**src/verilog/aoc_pkg.sv**
```systemverilog
/*
  Shared constants and types of the airflow output conditioner: register
  map, reset values, field widths, fixed-point format and entry modes.
  Assumes a 32-bit AXI4-Lite register bus with 12-bit byte addresses.
*/
package aoc_pkg;

  localparam int DATA_W    = 16;
  localparam int GAIN_W    = 16;
  localparam int GAIN_FRAC = 12;
  localparam int PCT_W     = 7;
  localparam int ADDR_W    = 12;

  // gain is unsigned with GAIN_FRAC fraction bits, 1.000 = 0x1000
  localparam logic [GAIN_W-1:0] GAIN_ONE   = 16'h1000;
  localparam logic [GAIN_W-1:0] GAIN_STEP  = 16'h0008;
  localparam logic [DATA_W-1:0] OFFSET_RST = 16'h0000;
  localparam logic [DATA_W-1:0] CUTOFF_RST = 16'h0000;
  localparam logic [PCT_W-1:0]  SMOOTH_RST = 7'h00;
  localparam logic [PCT_W-1:0]  SMOOTH_MAX = 7'h63;
  localparam logic [7:0]        PCT_FULL   = 8'h64;
  localparam logic              ENABLE_RST = 1'b0;

  localparam logic [ADDR_W-1:0] REG_CONTROL    = 12'h000;
  localparam logic [ADDR_W-1:0] REG_ENTRY_MODE = 12'h004;
  localparam logic [ADDR_W-1:0] REG_GAIN       = 12'h008;
  localparam logic [ADDR_W-1:0] REG_OFFSET     = 12'h00C;
  localparam logic [ADDR_W-1:0] REG_CUTOFF     = 12'h010;
  localparam logic [ADDR_W-1:0] REG_SMOOTH     = 12'h014;
  localparam logic [ADDR_W-1:0] REG_OUTPUT     = 12'h018;
  localparam logic [ADDR_W-1:0] REG_LIVE_GAIN  = 12'h01C;

  localparam logic [1:0] RESP_OKAY   = 2'b00;
  localparam logic [1:0] RESP_SLVERR = 2'b10;

  typedef enum logic [1:0] {
    AOC_MODE_DIRECT = 2'b01,
    AOC_MODE_LIVE   = 2'b10
  } aoc_mode_t;

  typedef struct packed {
    logic up;
    logic down;
    logic enter;
  } aoc_btn_t;

endpackage

```
**src/verilog/aoc_conditioner.sv**
```systemverilog
/*
  Airflow output conditioner for the primary measurement channel: field
  gain/offset correction, low-limit cutoff and percentage smoothing, with
  registers on AXI4-Lite and live gain entry through three buttons.
  Assumes samples arrive as a valid/ready stream on aclk, buttons are
  asynchronous pins, and the host takes results through out_valid/ready.

  // Operation
  // correction is applied only to the primary airflow or pressure stream.
  // with correction on, corrected value feeds display and output alike.
  // with correction off, stored gain and offset are ignored entirely.
  // correction is off after reset until software switches it on.
  // entry mode 1 takes gain and offset as directly written values.
  // entry mode 2 steps gain live by buttons; enter stores it.
  // result forced to zero while the reading is below the cutoff.
  // smoothing setting accepted from 0 (off) up to 99 percent.
  // a larger smoothing percentage restricts change per update more.
  // defaults are gain one, offset zero, direct entry, no smoothing.
  // order is correction, cutoff, smoothing; result drives both outputs.
  // each update moves (100 minus setting) percent toward the input.
*/
// Local design decisions: the AXI4-Lite interface to the registers and the address map.
`timescale 1ns/10ps
module aoc_conditioner
  import aoc_pkg::*;
#(
  parameter int W = aoc_pkg::DATA_W
) (
  input  wire logic                      aclk,
  input  wire logic                      aresetn,
  input  wire logic [aoc_pkg::ADDR_W-1:0] s_axi_awaddr,
  input  wire logic                      s_axi_awvalid,
  output logic                           s_axi_awready,
  input  wire logic [31:0]               s_axi_wdata,
  input  wire logic [3:0]                s_axi_wstrb,
  input  wire logic                      s_axi_wvalid,
  output logic                           s_axi_wready,
  output logic [1:0]                     s_axi_bresp,
  output logic                           s_axi_bvalid,
  input  wire logic                      s_axi_bready,
  input  wire logic [aoc_pkg::ADDR_W-1:0] s_axi_araddr,
  input  wire logic                      s_axi_arvalid,
  output logic                           s_axi_arready,
  output logic [31:0]                    s_axi_rdata,
  output logic [1:0]                     s_axi_rresp,
  output logic                           s_axi_rvalid,
  input  wire logic                      s_axi_rready,
  input  wire logic                      in_valid,
  output logic                           in_ready,
  input  wire logic [W-1:0]              in_value,
  output logic                           out_valid,
  input  wire logic                      out_ready,
  output logic [W-1:0]                   out_value,
  output logic [W-1:0]                   display_value,
  input  wire aoc_pkg::aoc_btn_t         btn
);
  import aoc_pkg::*;

  function automatic logic is_mapped(input logic [ADDR_W-1:0] a);
    is_mapped = (a[1:0] == 2'b00) && (a <= REG_LIVE_GAIN);
  endfunction

  function automatic logic [31:0] merge(input logic [31:0] old_v,
                                        input logic [31:0] new_v,
                                        input logic [3:0]  strb);
    logic [31:0] r;
    r = old_v;
    for (int i = 0; i < 4; i++) begin
      if (strb[i]) begin
        r[8*i +: 8] = new_v[8*i +: 8];
      end
    end
    merge = r;
  endfunction

  function automatic logic [W-1:0] mag(input logic [W-1:0] v);
    mag = v[W-1] ? W'(-v) : v;
  endfunction

  logic                        enable_ff;
  aoc_mode_t                   mode_ff;
  logic [GAIN_W-1:0]           gain_ff;
  logic [GAIN_W-1:0]           trial_gain_ff;
  logic [W-1:0]                offset_ff;
  logic [W-1:0]                cutoff_ff;
  logic [PCT_W-1:0]            smooth_ff;
  logic [W-1:0]                y_ff;
  aoc_btn_t                    btn_meta_ff;
  aoc_btn_t                    btn_sync_ff;
  aoc_btn_t                    btn_prev_ff;
  logic                        up_pulse;
  logic                        down_pulse;
  logic                        enter_pulse;
  logic                        aw_held_ff;
  logic                        w_held_ff;
  logic [ADDR_W-1:0]           awaddr_ff;
  logic [31:0]                 wdata_ff;
  logic [3:0]                  wstrb_ff;
  logic                        bvalid_ff;
  logic [1:0]                  bresp_ff;
  logic                        rvalid_ff;
  logic [31:0]                 rdata_ff;
  logic [1:0]                  rresp_ff;
  logic                        wr_do;
  logic [31:0]                 wr_val;
  logic [31:0]                 old_val;
  logic [31:0]                 nxt_rdata;
  logic [GAIN_W-1:0]           active_gain;
  logic signed [W+GAIN_W:0]    prod;
  logic signed [W+GAIN_W:0]    sum;
  logic [W-1:0]                corr_val;
  logic                        cut_hit;
  logic [W-1:0]                cut_val;
  logic signed [W:0]           diff;
  logic signed [W+9:0]         step_prod;
  logic signed [W:0]           step;
  logic [W:0]                  nxt_y_wide;
  logic [W-1:0]                nxt_y;
  logic                        fire;

  // two flops before the edge detector; meta stage read only by sync
  always_ff @(posedge aclk) begin
    if (!aresetn) begin
      btn_meta_ff <= '0;
      btn_sync_ff <= '0;
      btn_prev_ff <= '0;
    end else begin
      btn_meta_ff <= btn;
      btn_sync_ff <= btn_meta_ff;
      btn_prev_ff <= btn_sync_ff;
    end
  end

  assign up_pulse    = btn_sync_ff.up && !btn_prev_ff.up;
  assign down_pulse  = btn_sync_ff.down && !btn_prev_ff.down;
  assign enter_pulse = btn_sync_ff.enter && !btn_prev_ff.enter;

  // write channel: address and data taken in either order, one at a time
  assign s_axi_awready = !aw_held_ff && !bvalid_ff;
  assign s_axi_wready  = !w_held_ff && !bvalid_ff;
  assign s_axi_bvalid  = bvalid_ff;
  assign s_axi_bresp   = bresp_ff;
  assign wr_do         = aw_held_ff && w_held_ff;

  always_ff @(posedge aclk) begin
    if (!aresetn) begin
      aw_held_ff <= 1'b0;
      w_held_ff  <= 1'b0;
      awaddr_ff  <= '0;
      wdata_ff   <= 32'h00000000;
      wstrb_ff   <= 4'h0;
      bvalid_ff  <= 1'b0;
      bresp_ff   <= RESP_OKAY;
    end else begin
      if (s_axi_awvalid && s_axi_awready) begin
        aw_held_ff <= 1'b1;
        awaddr_ff  <= s_axi_awaddr;
      end
      if (s_axi_wvalid && s_axi_wready) begin
        w_held_ff <= 1'b1;
        wdata_ff  <= s_axi_wdata;
        wstrb_ff  <= s_axi_wstrb;
      end
      if (wr_do) begin
        aw_held_ff <= 1'b0;
        w_held_ff  <= 1'b0;
        bvalid_ff  <= 1'b1;
        bresp_ff   <= is_mapped(awaddr_ff) ? RESP_OKAY : RESP_SLVERR;
      end else if (bvalid_ff && s_axi_bready) begin
        bvalid_ff <= 1'b0;
      end
    end
  end

  always_comb begin
    old_val = 32'h00000000;
    case (awaddr_ff)
      REG_CONTROL:    old_val = {31'h0, enable_ff};
      REG_ENTRY_MODE: old_val = {30'h0, mode_ff};
      REG_GAIN:       old_val = {16'h0, gain_ff};
      REG_OFFSET:     old_val = {16'h0, offset_ff};
      REG_CUTOFF:     old_val = {16'h0, cutoff_ff};
      REG_SMOOTH:     old_val = {25'h0, smooth_ff};
      default:        old_val = 32'h00000000;
    endcase
  end

  assign wr_val = merge(old_val, wdata_ff, wstrb_ff);

  always_ff @(posedge aclk) begin
    if (!aresetn) begin
      enable_ff <= ENABLE_RST;
    end else if (wr_do && awaddr_ff == REG_CONTROL) begin
      enable_ff <= wr_val[0];
    end
  end

  // only the two documented mode codes are taken; others are dropped
  always_ff @(posedge aclk) begin
    if (!aresetn) begin
      mode_ff <= AOC_MODE_DIRECT;
    end else if (wr_do && awaddr_ff == REG_ENTRY_MODE &&
                 (wr_val[1:0] == AOC_MODE_DIRECT ||
                  wr_val[1:0] == AOC_MODE_LIVE)) begin
      mode_ff <= aoc_mode_t'(wr_val[1:0]);
    end
  end

  always_ff @(posedge aclk) begin
    if (!aresetn) begin
      gain_ff <= GAIN_ONE;
    end else if (mode_ff == AOC_MODE_LIVE && enter_pulse) begin
      gain_ff <= trial_gain_ff;
    end else if (wr_do && awaddr_ff == REG_GAIN &&
                 mode_ff == AOC_MODE_DIRECT) begin
      gain_ff <= wr_val[GAIN_W-1:0];
    end
  end

  // trial starts from the stored gain; steps saturate at both ends
  always_ff @(posedge aclk) begin
    if (!aresetn) begin
      trial_gain_ff <= GAIN_ONE;
    end else if (mode_ff != AOC_MODE_LIVE) begin
      trial_gain_ff <= gain_ff;
    end else if (up_pulse && !down_pulse) begin
      trial_gain_ff <= (trial_gain_ff > ~GAIN_STEP) ? '1 :
                       trial_gain_ff + GAIN_STEP;
    end else if (down_pulse && !up_pulse) begin
      trial_gain_ff <= (trial_gain_ff < GAIN_STEP) ? '0 :
                       trial_gain_ff - GAIN_STEP;
    end
  end

  always_ff @(posedge aclk) begin
    if (!aresetn) begin
      offset_ff <= OFFSET_RST;
    end else if (wr_do && awaddr_ff == REG_OFFSET &&
                 mode_ff == AOC_MODE_DIRECT) begin
      offset_ff <= wr_val[W-1:0];
    end
  end

  always_ff @(posedge aclk) begin
    if (!aresetn) begin
      cutoff_ff <= CUTOFF_RST;
    end else if (wr_do && awaddr_ff == REG_CUTOFF) begin
      cutoff_ff <= wr_val[W-1:0];
    end
  end

  // settings above the top of the range are refused, old value kept
  always_ff @(posedge aclk) begin
    if (!aresetn) begin
      smooth_ff <= SMOOTH_RST;
    end else if (wr_do && awaddr_ff == REG_SMOOTH &&
                 wr_val[31:PCT_W] == '0 &&
                 wr_val[PCT_W-1:0] <= SMOOTH_MAX) begin
      smooth_ff <= wr_val[PCT_W-1:0];
    end
  end

  // read channel: data registered, one read in flight
  assign s_axi_arready = !rvalid_ff;
  assign s_axi_rvalid  = rvalid_ff;
  assign s_axi_rdata   = rdata_ff;
  assign s_axi_rresp   = rresp_ff;

  always_comb begin
    nxt_rdata = 32'h00000000;
    case (s_axi_araddr)
      REG_CONTROL:    nxt_rdata = {31'h0, enable_ff};
      REG_ENTRY_MODE: nxt_rdata = {30'h0, mode_ff};
      REG_GAIN:       nxt_rdata = {16'h0, gain_ff};
      REG_OFFSET:     nxt_rdata = {16'h0, offset_ff};
      REG_CUTOFF:     nxt_rdata = {16'h0, cutoff_ff};
      REG_SMOOTH:     nxt_rdata = {25'h0, smooth_ff};
      REG_OUTPUT:     nxt_rdata = {16'h0, y_ff};
      REG_LIVE_GAIN:  nxt_rdata = {16'h0, trial_gain_ff};
      default:        nxt_rdata = 32'h00000000;
    endcase
  end

  always_ff @(posedge aclk) begin
    if (!aresetn) begin
      rvalid_ff <= 1'b0;
      rdata_ff  <= 32'h00000000;
      rresp_ff  <= RESP_OKAY;
    end else if (s_axi_arvalid && s_axi_arready) begin
      rvalid_ff <= 1'b1;
      rdata_ff  <= nxt_rdata;
      rresp_ff  <= is_mapped(s_axi_araddr) ? RESP_OKAY : RESP_SLVERR;
    end else if (rvalid_ff && s_axi_rready) begin
      rvalid_ff <= 1'b0;
    end
  end

  // datapath: the only stream that sees the correction is this one
  assign active_gain = (mode_ff == AOC_MODE_LIVE) ? trial_gain_ff : gain_ff;
  assign prod = $signed(in_value) * $signed({1'b0, active_gain});
  assign sum  = (prod >>> GAIN_FRAC) +
                $signed({{(GAIN_W+1){offset_ff[W-1]}}, offset_ff});

  // saturate rather than wrap: a wrapped flow would read as reversed
  always_comb begin
    corr_val = in_value;
    if (enable_ff) begin
      if (sum > $signed({{(GAIN_W+1){1'b0}}, 1'b0, {(W-1){1'b1}}})) begin
        corr_val = {1'b0, {(W-1){1'b1}}};
      end else if (sum < $signed({{(GAIN_W+1){1'b1}}, 1'b1,
                                  {(W-1){1'b0}}})) begin
        corr_val = {1'b1, {(W-1){1'b0}}};
      end else begin
        corr_val = sum[W-1:0];
      end
    end
  end

  // magnitude compare so reverse flow is cut symmetrically
  assign cut_hit = mag(corr_val) < cutoff_ff;
  assign cut_val = cut_hit ? '0 : corr_val;

  assign diff      = $signed({cut_val[W-1], cut_val}) -
                     $signed({y_ff[W-1], y_ff});
  assign step_prod = diff * $signed({1'b0, PCT_FULL - {1'b0, smooth_ff}});
  assign step      = (W+1)'(step_prod / $signed({2'b00, PCT_FULL}));
  assign nxt_y_wide = {y_ff[W-1], y_ff} + step;
  assign nxt_y      = nxt_y_wide[W-1:0];

  assign fire = in_valid && in_ready;

  always_ff @(posedge aclk) begin
    if (!aresetn) begin
      y_ff <= '0;
    end else if (fire) begin
      y_ff <= nxt_y;
    end
  end

  assign display_value = y_ff;

  aoc_pair_buf #(
    .WIDTH (W)
  ) u_out_buf (
    .aclk      (aclk),
    .aresetn   (aresetn),
    .in_valid  (in_valid),
    .in_ready  (in_ready),
    .in_data   (nxt_y),
    .out_valid (out_valid),
    .out_ready (out_ready),
    .out_data  (out_value)
  );
endmodule

```
**src/verilog/aoc_pair_buf.sv**
```systemverilog
/*
  Two-entry buffer with valid/ready on both sides, flop storage.
  Assumes both sides on aclk; in_ready drops only when both entries hold.
*/
`timescale 1ns/10ps
module aoc_pair_buf #(
  parameter int WIDTH = 16
) (
  input  wire logic             aclk,
  input  wire logic             aresetn,
  input  wire logic             in_valid,
  output logic                  in_ready,
  input  wire logic [WIDTH-1:0] in_data,
  output logic                  out_valid,
  input  wire logic             out_ready,
  output logic      [WIDTH-1:0] out_data
);
  logic [WIDTH-1:0] mem_ff [2];
  logic             wr_ptr_ff;
  logic             rd_ptr_ff;
  logic [1:0]       count_ff;
  logic             push;
  logic             pop;

  assign in_ready  = (count_ff != 2'h2);
  assign out_valid = (count_ff != 2'h0);
  assign out_data  = mem_ff[rd_ptr_ff];
  assign push      = in_valid && in_ready;
  assign pop       = out_valid && out_ready;

  always_ff @(posedge aclk) begin
    if (push) begin
      mem_ff[wr_ptr_ff] <= in_data;
    end
  end

  always_ff @(posedge aclk) begin
    if (!aresetn) begin
      wr_ptr_ff <= 1'b0;
      rd_ptr_ff <= 1'b0;
      count_ff  <= 2'h0;
    end else begin
      if (push) begin
        wr_ptr_ff <= ~wr_ptr_ff;
      end
      if (pop) begin
        rd_ptr_ff <= ~rd_ptr_ff;
      end
      count_ff <= count_ff + {1'b0, push} - {1'b0, pop};
    end
  end
endmodule

```
**config.mk**
```make
export PLATFORM = sky130hd
export DESIGN_NAME = aoc_conditioner
export DESIGN_NICKNAME = d
export VERILOG_FILES = /design/src/verilog/aoc_pkg.sv /design/src/verilog/aoc_conditioner.sv /design/src/verilog/aoc_pair_buf.sv
export SDC_FILE = /design/constraint.sdc
export NUM_CORES = 2
export LEC_CHECK = 0
export BUFFER_PORTS_ARGS = -buffer_cell sky130_fd_sc_hd__buf_4
export CORE_AREA = 2 2 229 231
export CTS_BUF_LIST = sky130_fd_sc_hd__clkbuf_8
export DETAILED_ROUTE_END_ITERATION = 8
export DIE_AREA = 0 0 231 233
export MAX_ROUTING_LAYER = met4
export PLACE_DENSITY = 0.8
export RECOVER_POWER = 25
export SLEW_MARGIN = 20
export SYNTH_ARGS = -nofsm -noshare
export SYNTH_HDL_FRONTEND = slang
export SYNTH_SLANG_ARGS = --single-unit
```
**constraint.sdc**
```tcl
create_clock -name aclk -period 47.4 [get_ports aclk]
set_input_delay 2.37 -clock aclk [delete_from_list [all_inputs] [get_ports aclk]]
set_output_delay 2.37 -clock aclk [all_outputs]
set_load 0.01 [all_outputs]
```
### After elaboration in Yosys (flattened, before gate mapping)

Memories as Yosys holds them, arrays and structs flattened. A register that Yosys moved wholly into a read port is not among the register bits.
Index checks and enable logic that the tools add are counted.

| word-level totals | value |
|---|---|
| memories kept | 1 |
| flip-flop bits (word level) | 191 |
| bits of input ports | 88 |
| output and inout bits | 75 |
| logic and storage cells | 151 |
| bits in writable memories | 32 |

Memory list:

| memory | depth | width | rd ports | clocked after memory_dff | write ports | RTL line | text |
|---|---|---|---|---|---|---|---|
| u_out_buf.mem_ff | 2 | 16 | 1 | 1 | 1 | aoc_pair_buf.sv:18 | `logic [WIDTH-1:0] mem_ff [2];` |

| cells by class | value |
|---|---|
| reductions and logical operators | 50 |
| add/sub/neg operators | 9 |
| equal/unequal tests | 18 |
| multiply operators | 2 |
| order comparisons | 8 |
| muxes and demuxes | 29 |
| bitwise gates (word level) | 3 |
| div/mod/pow operators | 1 |

Operator list:

| operator | count |
|---|---|
| 16-bit two-way mux | 13 |
| 16-bit one-hot mux with 8 select lines | 1 |
| 16-bit one-hot mux with 6 select lines | 1 |
| 12-bit by 5-bit equality test with 1-bit output, second input constant | 6 |
| 12-bit by 4-bit equality test with 1-bit output, second input constant | 4 |
| 16-bit by 17-bit multiplier with 33-bit output | 1 |
| 8-bit two-way mux | 4 |
| 1-bit logical AND | 29 |
| 26-bit by 8-bit divider with 26-bit output, second input constant | 1 |
| 17-bit by 9-bit multiplier with 26-bit output | 1 |
| 25-bit logical NOT | 1 |
| 12-bit by 3-bit equality test with 1-bit output, second input constant | 2 |
| 12-bit by 5-bit less-or-equal comparator with 1-bit output, second input constant | 2 |
| 12-bit logical NOT | 2 |
| 21-bit by 16-bit adder with 22-bit output | 1 |
| 22-bit by 16-bit greater-than comparator with 1-bit output, second input constant | 1 |
| 22-bit by 16-bit less-than comparator with 1-bit output, second input constant | 1 |
| 16-bit by 16-bit subtractor with 17-bit output | 1 |
| 16-bit adder | 1 |
| 16-bit by 4-bit adder with 16-bit output, second input constant | 1 |
| 16-bit greater-than comparator, second input constant | 1 |
| 16-bit less-than comparator | 1 |
| 16-bit by 4-bit less-than comparator with 1-bit output, second input constant | 1 |
| 16-bit negation | 1 |
| 17 further kinds | 42 |

### Longest topological paths before layout

| depth | value |
|---|---|
| word-level depth | 16 |
| mapped depth | 181 |
| mapped depth without buffers | 169 |

### By module

Synthesis repeated with hierarchy kept, for this count alone.

| second synthesis, totals | value |
|---|---|
| cell total of the unflattened synthesis | 3959 |
| area, all modules | 31365.1 µm² |

Modules (own cells, without submodules):

| module | area an instance (µm²) | instances | cells each |
|---|---|---|---|
| aoc_conditioner | 29919.9 | 1 | 3885 |
| aoc_pair_buf | 1445.1 | 1 | 74 |

### Worst setup path before layout

OpenSTA, ideal clock, no wires.

| path | value |
|---|---|
| path type | input to register |
| from | input in_value[3] |
| to | register y_ff[15], in the netlist display_value[15] |
| arrival | 36.393 ns |
| stages | 164 |
| slack | 10.895 ns |
| path buffers | 5 |
| cells stage by stage | clkbuf_1 > nand2_1 > fa_1 > inv_1 > fa_1 > ha_1 > fa_1 > inv_1 > fa_1 > inv_1 > fa_1 > ha_1 > a21oi_1 > nor2b_1 > o21ai_0 > nand2b_1 > a21oi_1 > inv_1 > (+128 left out) > o21bai_1 > a21oi_1 > o21bai_1 > a21oi_1 > o21bai_1 > a21oi_1 > o21bai_1 > a21oi_1 > o21bai_1 > a21oi_1 > o21bai_1 > a21oi_1 > xnor2_1 > xnor2_1 > nor2_1 > o21ai_0 > nand3_1 > a2111oi_1 |

| between the ends | value |
|---|---|
| cells in the longest elaborated chain, start to end | 14 |
| elaborated cells between the ends (all ways) | 15 |
| those cells by class | add/sub: 4; mul: 2; div: 1; order compare: 3; mux: 5 |

Ends and longest elaborated chain:

| item | RTL line | text |
|---|---|---|
| from (decl) | aoc_conditioner.sv:50 | `input wire logic [W-1:0] in_value,` |
| 16-bit by 17-bit multiplier with 33-bit output | aoc_conditioner.sv:300 | `assign prod = $signed(in_value) * $signed({1'b0, active_gain});` |
| 21-bit by 16-bit adder with 22-bit output | aoc_conditioner.sv:301 | `assign sum = (prod >>> GAIN_FRAC) +` |
| 22-bit by 16-bit less-than comparator with 1-bit output | aoc_conditioner.sv:310 | `end else if (sum < $signed({{(GAIN_W+1){1'b1}}, 1'b1,` |
| 16-bit two-way mux | aoc_conditioner.sv:310 |  |
| 16-bit two-way mux | aoc_conditioner.sv:308 | `if (sum > $signed({{(GAIN_W+1){1'b0}}, 1'b0, {(W-1){1'b1}}})) begin` |
| 16-bit two-way mux (*) | aoc_conditioner.sv:307 | `if (enable_ff) begin` |
| 16-bit negation | aoc_conditioner.sv:77 | `mag = v[W-1] ? W'(-v) : v;` |
| 16-bit two-way mux | aoc_conditioner.sv:77 |  |
| 16-bit less-than comparator | aoc_conditioner.sv:320 | `assign cut_hit = mag(corr_val) < cutoff_ff;` |
| 16-bit two-way mux (*) | aoc_conditioner.sv:321 | `assign cut_val = cut_hit ? '0 : corr_val;` |
| 16-bit by 16-bit subtractor with 17-bit output (*) | aoc_conditioner.sv:323 | `assign diff = $signed({cut_val[W-1], cut_val}) -` |
| 17-bit by 9-bit multiplier with 26-bit output (*) | aoc_conditioner.sv:325 | `assign step_prod = diff * $signed({1'b0, PCT_FULL - {1'b0, smooth_ff}});` |
| 26-bit by 8-bit divider with 26-bit output (*) | aoc_conditioner.sv:326 | `assign step = (W+1)'(step_prod / $signed({2'b00, PCT_FULL}));` |
| 16-bit adder (*) | aoc_conditioner.sv:327 | `assign nxt_y_wide = {y_ff[W-1], y_ff} + step;` |
| to (signal assigned) | aoc_conditioner.sv:336 | `y_ff <= nxt_y;` |
| to (decl) | aoc_conditioner.sv:87 | `logic [W-1:0] y_ff;` |

Every way passes the cells marked *; elsewhere a longest branch is shown, timed or not.
A chain may end at the register's enable or synchronous reset.

### Final worst setup path

| path | value |
|---|---|
| from | register mode_ff[0] |
| to | register y_ff[15], in the netlist display_value[15] |

| between the ends | value |
|---|---|
| cells in the longest elaborated chain, start to end | 16 |
| elaborated cells between the ends (all ways) | 17 |
| those cells by class | add/sub: 4; mul: 2; div: 1; order compare: 3; eq/ne: 1; mux: 6 |

Ends and longest elaborated chain:

| item | RTL line | text |
|---|---|---|
| from (decl) | aoc_conditioner.sv:81 | `aoc_mode_t mode_ff;` |
| from (signal assigned) | aoc_conditioner.sv:205 | `mode_ff <= aoc_mode_t'(wr_val[1:0]);` |
| 2-bit equality test (*) | aoc_conditioner.sv:299 | `assign active_gain = (mode_ff == AOC_MODE_LIVE) ? trial_gain_ff : gain_ff;` |
| 16-bit two-way mux (*) | aoc_conditioner.sv:299 |  |
| 16-bit by 17-bit multiplier with 33-bit output (*) | aoc_conditioner.sv:300 |  |
| 21-bit by 16-bit adder with 22-bit output (*) | aoc_conditioner.sv:301 |  |
| 22-bit by 16-bit less-than comparator with 1-bit output | aoc_conditioner.sv:310 |  |
| 16-bit two-way mux | aoc_conditioner.sv:310 |  |
| 16-bit two-way mux (*) | aoc_conditioner.sv:308 |  |
| 16-bit two-way mux (*) | aoc_conditioner.sv:307 |  |
| 16-bit negation | aoc_conditioner.sv:77 |  |
| 16-bit two-way mux | aoc_conditioner.sv:77 |  |
| 16-bit less-than comparator | aoc_conditioner.sv:320 |  |
| 16-bit two-way mux (*) | aoc_conditioner.sv:321 |  |
| 16-bit by 16-bit subtractor with 17-bit output (*) | aoc_conditioner.sv:323 |  |
| 17-bit by 9-bit multiplier with 26-bit output (*) | aoc_conditioner.sv:325 |  |
| 26-bit by 8-bit divider with 26-bit output (*) | aoc_conditioner.sv:326 |  |
| 16-bit adder (*) | aoc_conditioner.sv:327 |  |

Marked as above.

==> results.yml <==
clock_network:
  root_buffer: "clkbuf_8"
  cts_buffer_depth: 3
  cts_sinks: 206
  post-cts-setup-buffers: 0
  worstSkewPairLatency_ns: 0.58
  cts_buffers: 34
  clkTransAtPathRegs_ns: 0.07
  tritoncts: "yes"
  htreeDepth: 2
  ctsHoldBuffers: 0
  postCtsResizedCells: 0
finish:
  nNetsFinal: 4599
  fillers: 4376
  drive_above_1_share: 0.0929
  final_util: 0.659
  areaGrowthSynthToFinish_pct: 6.71
floorplan:
  fp.dieW_um: 231
  num_rows: 83
  coreArea_um2: 51100
  initial_core_util: 0.618
  die_y_um: 233
  io_pins: 163
  dieArea_um2: 53800
critical_path:
  critical-path-max-stage-delay_ns: 0.83
  reg2reg_depth: 158
  crit_slowest_cell: "nand2b_1"
  reg2reg_slack_ns: 5.82
  worstSetupStartpointType: "flip-flop"
  cpMostUsedCell: "o21a_1"
  cp.required_ns: 47.80
  arrival_ns: 41.98
  crit_type: "flip-flop to flip-flop"
  crit_path_end_kind: "flip-flop"
  crit_path_max_fanout: 26
logic_synthesis:
  async_flop_share: 0
  synth-edff-count: 32
  synth_area_leader_cell: "fa_1"
  ys_ff_latch: 206
  synthDistinctLibCells: 136
  ys_top_cells_by_area: "fa_1 (19%), dfxtp_1 (11%), ha_1 (10%)"
  synth_top_area_share: 0.193
  synth_seq_area_share: 0.141
  synth.cell_area_um2: 31600
  ys_top_cells_by_count: "nand2_1 (516), inv_1 (452), nor2_1 (332)"
  syn_inst: 3918
  ys.flop_type: "dfxtp_1"
  ys_warn_count: 0
  yosysMostFrequentCell: "nand2_1"
  synth_area_per_cell_um2: 8.05
sta:
  skew_ns: 0.0365
  fin_crit_ns: 41.58
  setup_tns_ns: 0
  drv_slew: 103
  period_share: 0.877
  relSlewSlack: -0.638
  fmax_mhz: 24.1
  finalSetupViolCount: 0
  rsz0062_at_grt: "false"
  tightestPinTransition_ns: 2.44
  final_hold_viol_count: 0
detailed_routing:
  route.detailed.drc: 0
  first_pass_iters: 6
  ant_nets: 0
  vias: 28800
  drt_iter0_drc: 2901
  routed_wl_um: 91000
  wl_per_cell_um: 19.5
  vias_per_cell: 6.17
placement:
  gp_congestion: 0.974
  dp_hpwl_um: 71400
  numPortBuffers: 144
min_path:
  worstHoldPathType: "flip-flop to flip-flop"
  hold_path_depth: 1
flow_run:
  maxCapViolCount: 2
global_routing:
  grt_pass1_wl_um: 147000
  grt_max_degree: 75
  grt_overflow: 0
  grt_pass1_vias: 27800
  grt_antenna_before_repair: 1
  grt_use_total: 0.349
run_status:
  violations: "max-capacitance violations, max-slew violations"
  outcome: "complete, but fails checks"
## logic make-up (layout without fill, tap and decap cells)
family,count (synthesis),after routing,synth area share
compound gates,915,915,0.209
xor+xnor,185,185,0.0530
fa+ha+maj,555,555,0.292
buf+inv,652,698,0.0833
flops,206,206,0.141
mux,53,53,0.0181
other cells,1,19,0.000119
simple gates,1351,1351,0.203
## through the flow
stage	area, µm²	setup WS [ns]	cells	hold WS (ns)
floorplan	31600	10.90	3935	0.412
global placement	33000	7.04	4600	0.413
detailed placement	33000	6.32	4600	0.423
CTS	33700	6.54	4661	0.425
global route	33700	2.66	4662	0.440
finish	33700	5.82	4662	0.417
## worst max-delay path: cells and delay by family, from the launching register on
| kind | cells | cell delay [ns] |
|---|---|---|
| XOR/XNOR | 8 | 2.49 |
| AND/OR/NAND/NOR | 35 | 8.62 |
| adder cells (fa/ha/maj) | 17 | 7.01 |
| flip-flops | 1 | 0.51 |
| AO/OA/AOI/OAI | 87 | 20.85 |
| buffers and inverters | 9 | 0.96 |
| multiplexers | 2 | 0.96 |
## worst paths after layout
check	from	end
setup / recovery	mode_ff[0]$_SDFFE_PN1P_	display_value[15]$_SDFFE_PN0P_
hold / removal	btn_meta_ff[1]$_SDFF_PN0_	btn_sync_ff[1]$_SDFF_PN0_
setup reg to reg	mode_ff[0]$_SDFFE_PN1P_	display_value[15]$_SDFFE_PN0P_
hold reg to reg	btn_meta_ff[1]$_SDFF_PN0_	btn_sync_ff[1]$_SDFF_PN0_
## registers in the layout (all words and copies together), names as in the netlist, 3 cells and up, named ones only
register / count
gain_ff: 16
wstrb_ff: 4
cutoff_ff: 16
u_out_buf.mem_ff: 32
wdata_ff: 32
btn_sync_ff: 3
btn_prev_ff: 3
s_axi_rdata: 16
awaddr_ff: 12
display_value: 16
smooth_ff: 7
trial_gain_ff: 16
offset_ff: 16
btn_meta_ff: 3
## area by class of cell
| type | count | area, µm² | share of cell area |
|---|---|---|---|
| diodes | 1 | 2.50 | 0.0000743 |
| clock buffers | 41 | 564 | 0.0168 |
| clock inverters | 20 | 133 | 0.00394 |
| inverters | 458 | 1720 | 0.0511 |
| multi-input cells | 3077 | 24600 | 0.731 |
| flip-flops and latches | 206 | 4440 | 0.132 |
| well taps | 680 | 851 | 0.0253 |
| repair buffers | 179 | 1340 | 0.0397 |
## routing by layer
metal	part of all wire	vias to the layer above	global-route usage
met1	0.40	13800	0.437
li1	-	13500	-
met3	0.071	263	0.0406
met5	0	-	-
met4	0.049	0	0.149
met2	0.48	1229	0.573
## cells in the final DEF, fill, tap and decap left out, types with 19 or more instances in the layout
cell type	netlist	layout
o21ai_0	114	112
a21o_1	72	72
nand2_1	516	515
dfxtp_1	174	174
fa_1	304	304
a211oi_1	59	58
xor2_1	66	65
nor3_1	56	56
nand4_1	22	22
a31oi_1	53	53
buf_4	32	177
a221oi_1	22	22
xnor2_1	113	112
edfxtp_1	32	32
nand3_1	80	80
nor2_1	332	330
ha_1	251	251
a22oi_1	76	76
o21a_1	33	33
inv_1	452	460
nor2b_1	37	37
mux2i_1	24	24
mux2_2	27	27
or3_1	19	19
and2_1	140	134
and3_1	20	20
o211ai_1	24	24
nand2b_1	31	31
a21oi_1	210	210
clkbuf_8	0	41
Power is left out: the tool's default activity adds up to more than one toggle a clock period on the data nets, which glitch-free logic cannot reach.
